--- src/hw/dlch_pkg.sv ---
// How it works
// - Transmit-active flag in bit 0, register 31
// - Link-up flag in bit 0, register 4
// - Requests start only while error count zero
// - Held configure waits for link up, no comm errors
// - Latched configure is sent when error resets
// - Other latched requests discarded when error resets
// - Register 14 counts every valid received message
// - Code C shown until link is established
// - Odd parity, checksum good before data stored
// - Valid message restarts receive timeout timer
package dlch_pkg;
	localparam int unsigned REG_W          = 16;
	localparam int unsigned PADDR_W        = 12;
	// Register indices; byte address is four times the index
	localparam logic [6:0]  IDX_LINK_UP    = 7'h04;
	localparam logic [6:0]  IDX_RX_COUNT   = 7'h0e;
	localparam logic [6:0]  IDX_COMM_ERR   = 7'h1a;
	localparam logic [6:0]  IDX_COMMAND    = 7'h1e;
	localparam logic [6:0]  IDX_TX_STATUS  = 7'h1f;
	localparam logic [6:0]  IDX_CFG_ERR    = 7'h20;
	localparam logic [6:0]  IDX_COMM_CLR   = 7'h21;
	localparam logic [6:0]  IDX_IN_INT     = 7'h46;
	localparam logic [6:0]  IDX_IN_BOOL    = 7'h47;
	localparam logic [6:0]  IDX_OUT_INT    = 7'h4b;
	localparam logic [6:0]  IDX_OUT_BOOL   = 7'h4c;
	localparam logic [6:0]  IDX_TIMING     = 7'h50;
	localparam logic [6:0]  IDX_SCAN       = 7'h51;
	// Field positions
	localparam int unsigned LINK_UP_BIT    = 0;
	localparam int unsigned TX_ACTIVE_BIT  = 0;
	// Command encodings
	localparam logic [15:0] CMD_MASK       = 16'h0086;
	localparam logic [15:0] CMD_CONFIG     = 16'h0001;
	// Reset values
	localparam logic [15:0] RST_ZERO       = 16'h0000;
	localparam logic [15:0] RST_TIMEOUT_MS = 16'h0064;
	localparam logic [15:0] RST_SCAN_MS    = 16'h0014;
	// Timeout tick of one millisecond
	localparam int unsigned CLK_PERIOD_NS  = 40;
	localparam int unsigned TICK_TIME_NS   = 1000000;
	localparam int unsigned TICK_CYCLES    = TICK_TIME_NS / CLK_PERIOD_NS;

	typedef enum logic [1:0] {
		CMD_IDLE = 2'b00,
		CMD_HOLD = 2'b01,
		CMD_SEND = 2'b10
	} dlch_cmd_state_type;

	function automatic logic [PADDR_W-1:0] reg_addr(input logic [6:0] idx);
		return {3'h0, idx, 2'h0};
	endfunction : reg_addr
endpackage : dlch_pkg

--- src/hw/dlch_rx_check.sv ---
`timescale 1ns/1ps
module dlch_rx_check (
	// Clock and reset
	input  wire logic       pclk,
	input  wire logic       presetn,
	// Received bytes
	input  wire logic       byte_valid,
	input  wire logic [7:0] byte_data,
	input  wire logic       byte_parity,
	input  wire logic       byte_frame_err,
	// End of message
	input  wire logic       msg_end,
	input  wire logic       cksum_a_ok,
	input  wire logic       cksum_b_ok,
	// Verdict
	output logic            msg_valid,
	output logic            msg_bad
);
	logic err_seen_reg;
	logic byte_err;

	assign byte_err = byte_valid & (byte_frame_err | ~(^{byte_data, byte_parity}));

	always_ff @(posedge pclk or negedge presetn) begin
		if (!presetn) begin
			err_seen_reg <= 1'b0;
		end else if (msg_end) begin
			err_seen_reg <= 1'b0;
		end else if (byte_err) begin
			err_seen_reg <= 1'b1;
		end
	end

	always_ff @(posedge pclk or negedge presetn) begin
		if (!presetn) begin
			msg_valid <= 1'b0;
			msg_bad   <= 1'b0;
		end else begin
			msg_valid <= msg_end & ~err_seen_reg & ~byte_err & (cksum_a_ok | cksum_b_ok);
			msg_bad   <= msg_end & (err_seen_reg | byte_err | ~(cksum_a_ok | cksum_b_ok));
		end
	end

	chk_parity_blocks: assert property (@(posedge pclk) disable iff (!presetn)
		(msg_end && (byte_err || err_seen_reg)) |=> (!msg_valid && msg_bad))
		else $error("Message with byte error was accepted");
endmodule : dlch_rx_check

--- src/hw/dlch_rx_timeout.sv ---
`timescale 1ns/1ps
module dlch_rx_timeout #(
	parameter int unsigned TICK_CYCLES = dlch_pkg::TICK_CYCLES
) (
	// Clock and reset
	input  wire logic        pclk,
	input  wire logic        presetn,
	// Control
	input  wire logic        run,
	input  wire logic        restart,
	input  wire logic [15:0] limit_ms,
	// Expiry
	output logic             expired
);
	logic [31:0] tick_reg;
	logic [15:0] ms_reg;
	logic        tick_end;

	assign tick_end = (tick_reg == 32'(TICK_CYCLES - 1));

	always_ff @(posedge pclk or negedge presetn) begin
		if (!presetn) begin
			tick_reg <= 32'h0000_0000;
			ms_reg   <= 16'h0000;
			expired  <= 1'b0;
		end else if (!run || restart) begin
			tick_reg <= 32'h0000_0000;
			ms_reg   <= 16'h0000;
			expired  <= 1'b0;
		end else if (tick_end) begin
			tick_reg <= 32'h0000_0000;
			expired  <= (ms_reg + 16'h0001 >= limit_ms);
			ms_reg   <= (ms_reg + 16'h0001 >= limit_ms) ? 16'h0000 : ms_reg + 16'h0001;
		end else begin
			tick_reg <= tick_reg + 32'h0000_0001;
			expired  <= 1'b0;
		end
	end

	chk_restart_clears: assert property (@(posedge pclk) disable iff (!presetn)
		(run && restart) |=> (tick_reg == 32'h0 && ms_reg == 16'h0 && !expired))
		else $error("Valid message did not restart timeout");
endmodule : dlch_rx_timeout

--- src/hw/dlch_link_cmd.sv ---
// Chosen here: register access over APB.
`timescale 1ns/1ps
module dlch_link_cmd #(
	parameter int unsigned TICK_CYCLES = dlch_pkg::TICK_CYCLES
) (
	// Clock and reset
	input  wire logic        pclk,
	input  wire logic        presetn,
	// APB slave
	input  wire logic [11:0] paddr,
	input  wire logic        psel,
	input  wire logic        penable,
	input  wire logic        pwrite,
	input  wire logic [31:0] pwdata,
	input  wire logic [3:0]  pstrb,
	output logic [31:0]      prdata,
	output logic             pready,
	output logic             pslverr,
	// Receiver side
	input  wire logic        rx_byte_valid,
	input  wire logic [7:0]  rx_byte,
	input  wire logic        rx_parity,
	input  wire logic        rx_frame_err,
	input  wire logic        rx_msg_end,
	input  wire logic        rx_cksum_a_ok,
	input  wire logic        rx_cksum_b_ok,
	output logic             rx_store_en,
	// Transmitter side
	input  wire logic        tx_done,
	input  wire logic        cfg_reject,
	output logic             tx_start,
	output logic [15:0]      tx_command,
	// Display
	output logic             fault_code_c
);
	localparam int unsigned NCFG = 6;

	dlch_pkg::dlch_cmd_state_type state_reg;
	dlch_pkg::dlch_cmd_state_type state_next;

	logic [15:0] cmd_reg;
	logic [15:0] rx_count_reg;
	logic [15:0] comm_err_reg;
	logic [15:0] comm_err_prev_reg;
	logic [15:0] cfg_err_reg;
	logic [15:0] cfg_reg [NCFG];
	logic        link_up_reg;
	logic        tx_active_reg;
	logic        msg_valid;
	logic        msg_bad;
	logic        timeout_pulse;
	logic        wr_en;
	logic        rd_en;
	logic        hit;
	logic [6:0]  idx;
	logic        host_cmd_wr;
	logic        comm_clr_wr;
	logic        err_bump;
	logic        err_reset_evt;
	logic        can_go;
	logic        discard;
	logic [31:0] rd_mux;

	function automatic logic [15:0] merge(input logic [15:0] old,
	                                      input logic [31:0] wd,
	                                      input logic [3:0]  st);
		return {st[1] ? wd[15:8] : old[15:8], st[0] ? wd[7:0] : old[7:0]};
	endfunction : merge

	function automatic int cfg_slot(input logic [6:0] i);
		case (i)
			dlch_pkg::IDX_IN_INT:   return 0;
			dlch_pkg::IDX_IN_BOOL:  return 1;
			dlch_pkg::IDX_OUT_INT:  return 2;
			dlch_pkg::IDX_OUT_BOOL: return 3;
			dlch_pkg::IDX_TIMING:   return 4;
			dlch_pkg::IDX_SCAN:     return 5;
			default:                return -1;
		endcase
	endfunction : cfg_slot

	// Message check and receive timeout
	dlch_rx_check u_check (
		.pclk           (pclk),
		.presetn        (presetn),
		.byte_valid     (rx_byte_valid),
		.byte_data      (rx_byte),
		.byte_parity    (rx_parity),
		.byte_frame_err (rx_frame_err),
		.msg_end        (rx_msg_end),
		.cksum_a_ok     (rx_cksum_a_ok),
		.cksum_b_ok     (rx_cksum_b_ok),
		.msg_valid      (msg_valid),
		.msg_bad        (msg_bad)
	);

	dlch_rx_timeout #(
		.TICK_CYCLES (TICK_CYCLES)
	) u_timeout (
		.pclk     (pclk),
		.presetn  (presetn),
		.run      (link_up_reg),
		.restart  (msg_valid),
		.limit_ms (cfg_reg[4]),
		.expired  (timeout_pulse)
	);

	assign rx_store_en = msg_valid;

	// APB decode
	assign idx     = paddr[8:2];
	assign hit     = (paddr[11:9] == 3'h0) && (paddr[1:0] == 2'h0) &&
	                 (idx == dlch_pkg::IDX_LINK_UP || idx == dlch_pkg::IDX_RX_COUNT ||
	                  idx == dlch_pkg::IDX_COMM_ERR || idx == dlch_pkg::IDX_COMMAND ||
	                  idx == dlch_pkg::IDX_TX_STATUS || idx == dlch_pkg::IDX_CFG_ERR ||
	                  idx == dlch_pkg::IDX_COMM_CLR || cfg_slot(idx) >= 0);
	assign pready  = 1'b1;
	assign pslverr = psel & penable & ~hit;
	assign wr_en   = psel & penable & pwrite & hit;
	assign rd_en   = psel & ~penable & ~pwrite;
	assign host_cmd_wr = wr_en && idx == dlch_pkg::IDX_COMMAND && pstrb != 4'h0;
	assign comm_clr_wr = wr_en && idx == dlch_pkg::IDX_COMM_CLR && pstrb[0] && pwdata[0];

	always_comb begin
		rd_mux = 32'h0000_0000;
		if (hit) begin
			case (idx)
				dlch_pkg::IDX_LINK_UP:   rd_mux[dlch_pkg::LINK_UP_BIT] = link_up_reg;
				dlch_pkg::IDX_RX_COUNT:  rd_mux[15:0] = rx_count_reg;
				dlch_pkg::IDX_COMM_ERR:  rd_mux[15:0] = comm_err_reg;
				dlch_pkg::IDX_COMMAND:   rd_mux[15:0] = cmd_reg;
				dlch_pkg::IDX_TX_STATUS: rd_mux[dlch_pkg::TX_ACTIVE_BIT] = tx_active_reg;
				dlch_pkg::IDX_CFG_ERR:   rd_mux[15:0] = cfg_err_reg;
				dlch_pkg::IDX_COMM_CLR:  rd_mux = 32'h0000_0000;
				default: begin
					if (cfg_slot(idx) >= 0) begin
						rd_mux[15:0] = cfg_reg[cfg_slot(idx)];
					end
				end
			endcase
		end
	end

	always_ff @(posedge pclk or negedge presetn) begin
		if (!presetn) begin
			prdata <= 32'h0000_0000;
		end else if (rd_en) begin
			prdata <= rd_mux;
		end
	end

	// Configuration registers
	always_ff @(posedge pclk or negedge presetn) begin
		if (!presetn) begin
			for (int i = 0; i < NCFG; i++) begin
				cfg_reg[i] <= dlch_pkg::RST_ZERO;
			end
			cfg_reg[4] <= dlch_pkg::RST_TIMEOUT_MS;
			cfg_reg[5] <= dlch_pkg::RST_SCAN_MS;
		end else if (wr_en && cfg_slot(idx) >= 0) begin
			cfg_reg[cfg_slot(idx)] <= merge(cfg_reg[cfg_slot(idx)], pwdata, pstrb);
		end
	end

	// Link state, set on a valid message, lost on timeout
	always_ff @(posedge pclk or negedge presetn) begin
		if (!presetn) begin
			link_up_reg <= 1'b0;
		end else if (msg_valid) begin
			link_up_reg <= 1'b1;
		end else if (timeout_pulse) begin
			link_up_reg <= 1'b0;
		end
	end

	assign fault_code_c = ~link_up_reg;

	always_ff @(posedge pclk or negedge presetn) begin
		if (!presetn) begin
			rx_count_reg <= dlch_pkg::RST_ZERO;
		end else if (msg_valid) begin
			rx_count_reg <= rx_count_reg + 16'h0001;
		end
	end

	// Communication error count; an error with a clear loads one
	assign err_bump = msg_bad | timeout_pulse;

	always_ff @(posedge pclk or negedge presetn) begin
		if (!presetn) begin
			comm_err_reg      <= dlch_pkg::RST_ZERO;
			comm_err_prev_reg <= dlch_pkg::RST_ZERO;
		end else begin
			comm_err_prev_reg <= comm_err_reg;
			if (err_bump && comm_clr_wr) begin
				comm_err_reg <= 16'h0001;
			end else if (err_bump && comm_err_reg != 16'hffff) begin
				comm_err_reg <= comm_err_reg + 16'h0001;
			end else if (comm_clr_wr) begin
				comm_err_reg <= dlch_pkg::RST_ZERO;
			end
		end
	end

	assign err_reset_evt = comm_err_prev_reg != 16'h0000 && comm_err_reg == 16'h0000;

	// Configuration error count; a reject beats a clear
	always_ff @(posedge pclk or negedge presetn) begin
		if (!presetn) begin
			cfg_err_reg <= dlch_pkg::RST_ZERO;
		end else if (cfg_reject && cfg_err_reg != 16'hffff) begin
			cfg_err_reg <= cfg_err_reg + 16'h0001;
		end else if (can_go && cmd_reg == dlch_pkg::CMD_CONFIG && !cfg_reject) begin
			cfg_err_reg <= dlch_pkg::RST_ZERO;
		end
	end

	// Request acceptance
	assign discard = err_reset_evt && cmd_reg != 16'h0000 &&
	                 cmd_reg != dlch_pkg::CMD_CONFIG;
	assign can_go  = state_reg != dlch_pkg::CMD_SEND && cmd_reg != 16'h0000 &&
	                 !host_cmd_wr && !discard && link_up_reg &&
	                 comm_err_reg == 16'h0000 &&
	                 (cfg_err_reg == 16'h0000 || cmd_reg == dlch_pkg::CMD_CONFIG);

	always_comb begin
		state_next = state_reg;
		case (state_reg)
			dlch_pkg::CMD_IDLE,
			dlch_pkg::CMD_HOLD: begin
				if (can_go) begin
					state_next = dlch_pkg::CMD_SEND;
				end else if (cmd_reg != 16'h0000 && !discard) begin
					state_next = dlch_pkg::CMD_HOLD;
				end else begin
					state_next = dlch_pkg::CMD_IDLE;
				end
			end
			dlch_pkg::CMD_SEND: begin
				if (tx_done) begin
					state_next = dlch_pkg::CMD_IDLE;
				end
			end
			default: state_next = dlch_pkg::CMD_IDLE;
		endcase
	end

	always_ff @(posedge pclk or negedge presetn) begin
		if (!presetn) begin
			state_reg     <= dlch_pkg::CMD_IDLE;
			tx_active_reg <= 1'b0;
		end else begin
			state_reg     <= state_next;
			tx_active_reg <= state_next == dlch_pkg::CMD_SEND;
		end
	end

	// Command word; a host write beats the clear
	always_ff @(posedge pclk or negedge presetn) begin
		if (!presetn) begin
			cmd_reg <= dlch_pkg::RST_ZERO;
		end else if (host_cmd_wr) begin
			cmd_reg <= merge(cmd_reg, pwdata, pstrb);
		end else if (can_go || discard) begin
			cmd_reg <= dlch_pkg::RST_ZERO;
		end
	end

	always_ff @(posedge pclk or negedge presetn) begin
		if (!presetn) begin
			tx_start   <= 1'b0;
			tx_command <= dlch_pkg::RST_ZERO;
		end else begin
			tx_start <= can_go;
			if (can_go) begin
				tx_command <= cmd_reg;
			end
		end
	end

	chk_tx_flag_read: assert property (@(posedge pclk) disable iff (!presetn)
		(rd_en && hit && idx == dlch_pkg::IDX_TX_STATUS)
		|=> (prdata[0] == $past(tx_active_reg) && prdata[31:1] == 31'h0))
		else $error("Transmit flag read back wrong");

	chk_link_up_set: assert property (@(posedge pclk) disable iff (!presetn)
		msg_valid |=> link_up_reg ##0 !fault_code_c)
		else $error("Valid message did not raise link up");

	chk_start_clean: assert property (@(posedge pclk) disable iff (!presetn)
		tx_start |-> ($past(comm_err_reg) == 16'h0 && $past(link_up_reg)))
		else $error("Request started under error or link down");

	chk_cfg_only_held: assert property (@(posedge pclk) disable iff (!presetn)
		(tx_start && $past(cfg_err_reg) != 16'h0) |-> tx_command == dlch_pkg::CMD_CONFIG)
		else $error("Non-configure request sent under config errors");

	chk_cfg_after_err: assert property (@(posedge pclk) disable iff (!presetn)
		(err_reset_evt && cmd_reg == dlch_pkg::CMD_CONFIG && link_up_reg &&
		 state_reg != dlch_pkg::CMD_SEND && !host_cmd_wr)
		|=> (tx_start && tx_command == dlch_pkg::CMD_CONFIG && tx_active_reg))
		else $error("Latched configure not sent on error reset");

	chk_discard_other: assert property (@(posedge pclk) disable iff (!presetn)
		(discard && !host_cmd_wr) |=> (cmd_reg == 16'h0 && !tx_start))
		else $error("Latched request not discarded on error reset");

	chk_rx_count_inc: assert property (@(posedge pclk) disable iff (!presetn)
		msg_valid |=> rx_count_reg == 16'($past(rx_count_reg) + 16'h0001))
		else $error("Receive count did not advance");

	chk_fault_c_show: assert property (@(posedge pclk) disable iff (!presetn)
		(timeout_pulse && !msg_valid) |=> fault_code_c [*1])
		else $error("Code C not shown after link loss");

	chk_cmd_cleared: assert property (@(posedge pclk) disable iff (!presetn)
		(can_go && !host_cmd_wr) |=> (cmd_reg == 16'h0 ##1 tx_active_reg || tx_done))
		else $error("Command word not cleared on start");
endmodule : dlch_link_cmd

--- config.mk ---
export PLATFORM = sky130hd
export DESIGN_NAME = dlch_link_cmd
export DESIGN_NICKNAME = d
export VERILOG_FILES = /design/src/hw/dlch_pkg.sv /design/src/hw/dlch_rx_check.sv /design/src/hw/dlch_rx_timeout.sv /design/src/hw/dlch_link_cmd.sv
export SDC_FILE = /design/constraint.sdc
export NUM_CORES = 1
export LEC_CHECK = 0
export ABC_AREA = 1
export BUFFER_PORTS_ARGS = -buffer_cell sky130_fd_sc_hd__buf_2
export CAP_MARGIN = 30
export CORE_MARGIN = 2
export CORE_UTILIZATION = 53
export CTS_BUF_LIST = sky130_fd_sc_hd__clkbuf_4
export DETAILED_ROUTE_END_ITERATION = 7
export PLACE_DENSITY = 0.72
export SYNTH_ARGS = -nofsm -noshare
export SYNTH_HDL_FRONTEND = slang
export SYNTH_SLANG_ARGS = --single-unit
export TNS_END_PERCENT = 1
--- constraint.sdc ---
create_clock -name pclk -period 8.3 [get_ports pclk]
set_input_delay 2.49 -clock pclk [delete_from_list [all_inputs] [get_ports pclk]]
set_output_delay 2.49 -clock pclk [all_outputs]
set_load 0.005 [all_outputs]
==> flow_summary.json <==
{
  "crit_arrival_ps": 4450,
  "path_clk_slew_ps": 60,
  "post-cts-setup-buffers": 0,
  "grtUsageTotal": 0.284,
  "grt_pass1_vias": 12800,
  "timing.final.crit_share": 0.836,
  "post_synth.cell_area_avg_um2": 7.38,
  "port_buffers": 88,
  "core_mm2": 0.0270,
  "vias_per_cell": 5.38,
  "wl_um": 39800,
  "startpoint": "paddr[7]",
  "hold_buffers": 0,
  "first_pass_iters": 5,
  "layout_common_cells": "nand2_1 (748), dfrtp_1 (260), inv_1 (226)",
  "rsz0062_at_grt": "no",
  "fin_nets": 2177,
  "hold_path_depth": 0,
  "start_kind": "input port",
  "synthesis.area_mm2": 0.0146,
  "r2r_end": "u_timeout.ms_reg[14]",
  "cts_resized": 0,
  "setup_viol": 0,
  "reg2reg_slack_ps": 4900,
  "reg2regPathDepth": 14,
  "antenna_found_initial": 2,
  "layout-drive-gt1-share": 0.117,
  "cts_buffers": 72,
  "die_h_um": 170,
  "p_per_area_mw_per_mm2": 179,
  "place_area_mm2": 0.0152,
  "cp_slowest_cell": "nor2_4",
  "multi_input_area_mm2": 0.00668,
  "crit_type": "input port to output pin",
  "fmax_ghz": 0.144,
  "path_max_fanout": 33,
  "max_stage_delay_ps": 490,
  "min_period_ps": 6940,
  "maxCapViolCount": 0,
  "tightest_slew_ps": 1060,
  "cp-end-kind": "output pin",
  "grt_max_degree": 139,
  "clk_latency_ps": 740,
  "critical_path.cell_chain": "buf_2 > inv_1 > nand3_2 > nor2_4 > nor2_4 > nand2_8 > inv_2 > a21boi_4 > nor2_1 > buf_2",
  "synthDistinctLibCells": 43,
  "clkSinkCount": 265,
  "num_rows": 60,
  "root_buffer": "clkbuf_4",
  "hp-class": "flop to flop",
  "n_fill_cell": 2508,
  "htree_levels": 3,
  "outcome": "finished, final reports clean",
  "drc": 0,
  "required_ps": 5810,
  "drv_slew": 0,
  "ir_worst_vdd_mv": 0.109,
  "dp_hpwl_um": 27700,
  "seq_area_mm2": 0.00664,
  "syn_inst": 1977,
  "clockBufferDepth": 3,
  "grt_pass1_wl_um": 64700,
  "ant_nets": 0,
  "max-slew-margin-rel": 0.293,
  "layout_commonest_cell": "nand2_1",
  "vias": 13300,
  "die_w_um": 170,
  "cts_tree": "built",
  "gp_congestion": 0.937,
  "largest_reg_flops": 96,
  "path_delay_family": "simple AND/OR/NAND/NOR gates",
  "fin_area_mm2": 0.0161,
  "area_growth_pct": 10.5,
  "min_to": "comm_err_prev_reg[7]",
  "fin_setup_tns_ps": 0,
  "critPathBufInv": 4,
  "holdWs_ps": 447,
  "fin_skew_ps": 57.7,
  "place_ws_ps": 1370,
  "grt_overflow_total": 0,
  "top_level_ports": 122,
  "drtIter0Drc": 1323,
  "hold_violations": 0,
  "ys_seq_area_frac": 0.455,
  "initial_core_util": 0.541,
  "hold_start": "comm_err_reg[7]",
  "dieArea_mm2": 0.0289,
  "wl_per_cell_um": 16.1,
  "leakagePower_nw": 8.57,
  "synth_seq_cells": 265,
  "r2r-start": "u_timeout.ms_reg[0]",
  "setup_slack_ps": 1360,
  "ys_warn_count": 0
}
==> area by class of cell <==
class,instances,share of cell area
inverters,236,0.0551
well taps,341,0.0265
repair buffers,97,0.0334
diodes,2,0.000311
multi-input cells,1413,0.415
clock buffers,106,0.0494
flip-flops and latches,265,0.412
clock inverters,15,0.00878
==> logic make-up after synthesis <==
| family | count (synthesis) | share of synthesized area |
|---|---|---|
| adder cells (fa/ha/maj) | 23 | 0.0197 |
| AO/OA/AOI/OAI | 175 | 0.0685 |
| AND/OR/NAND/NOR | 1142 | 0.332 |
| flip-flops | 265 | 0.455 |
| other | 2 | 0.000515 |
| buffers and inverters | 314 | 0.0908 |
| XOR/XNOR | 56 | 0.0336 |
==> through the flow <==
stage | power [mW] | cells | utilization
detailed placement | 1.69 | 2352 | 0.563
CTS | 2.91 | 2473 | 0.598
floorplan | 1.59 | 1992 | -
global placement | 1.68 | 2350 | 0.562
global route | 3.03 | 2475 | 0.598
finish | 2.89 | 2475 | 0.598
==> report_power, final <==
part | switching, mW | internal [mW] | total [mW]
sequential | 0.0657 | 1.35 | 1.41
combinational | 0.169 | 0.0859 | 0.255
clock | 0.549 | 0.673 | 1.22
total | 0.784 | 2.11 | 2.89
==> synthesized netlist by cell type, drive strengths merged <==
master,number,area (um2)
nor4b,1,8.76
nor3,46,240
clkbuf,37,139
nand2,752,2850
o22ai,18,113
a21boi,1,18.8
o41ai,1,8.76
a21oi,44,220
nor4,18,113
nor3b,3,22.5
nand3b,3,22.5
o31ai,1,7.51
a221oi,1,8.76
xnor2,11,96.3
o21ai,72,360
o21a,5,37.5
a31oi,12,75.1
inv,234,878
buf,41,298
nand4,48,300
ha,23,288
clkinv,2,8.75
and3,5,31.3
nand3,130,668
o211ai,20,150
nor2,130,548
or2,6,37.5
conb,2,7.51
dfstp,5,131
dfrtp,260,6510
xor2,45,394
==> worst reg2reg max path, delay by kind of cell, from the launching register on <==
| kind | cells | cell delay (ps) |
|---|---|---|
| AOI/OAI and AO/OA | 2 | 370 |
| and+or+nand+nor | 8 | 1790 |
| adders and majority gates | 2 | 490 |
| DFF | 1 | 410 |
| buffers and inverters | 2 | 210 |
==> metal layers <==
layer  share of wire  routed length (um)  vias up  global-route usage
met1            0.42               16500     6239               0.361
met5               0                   0        -                   0
li1                -                   -     6512                   -
met4           0.036                1420        0               0.120
met3           0.070                2790      102              0.0547
met2            0.48               19100      458               0.476
==> worst max-delay path by stage <==
stage                   end  slack [ps]  depth (start not counted)
global route        pslverr        1140                         11
CTS                 pslverr        1370                         10
floorplan           pslverr        2350                          8
finish              pslverr        1360                         10
detailed placement  pslverr        1370                         10
global placement    pslverr        1370                         10
Note: power is estimated with default switching activity, not from simulation.
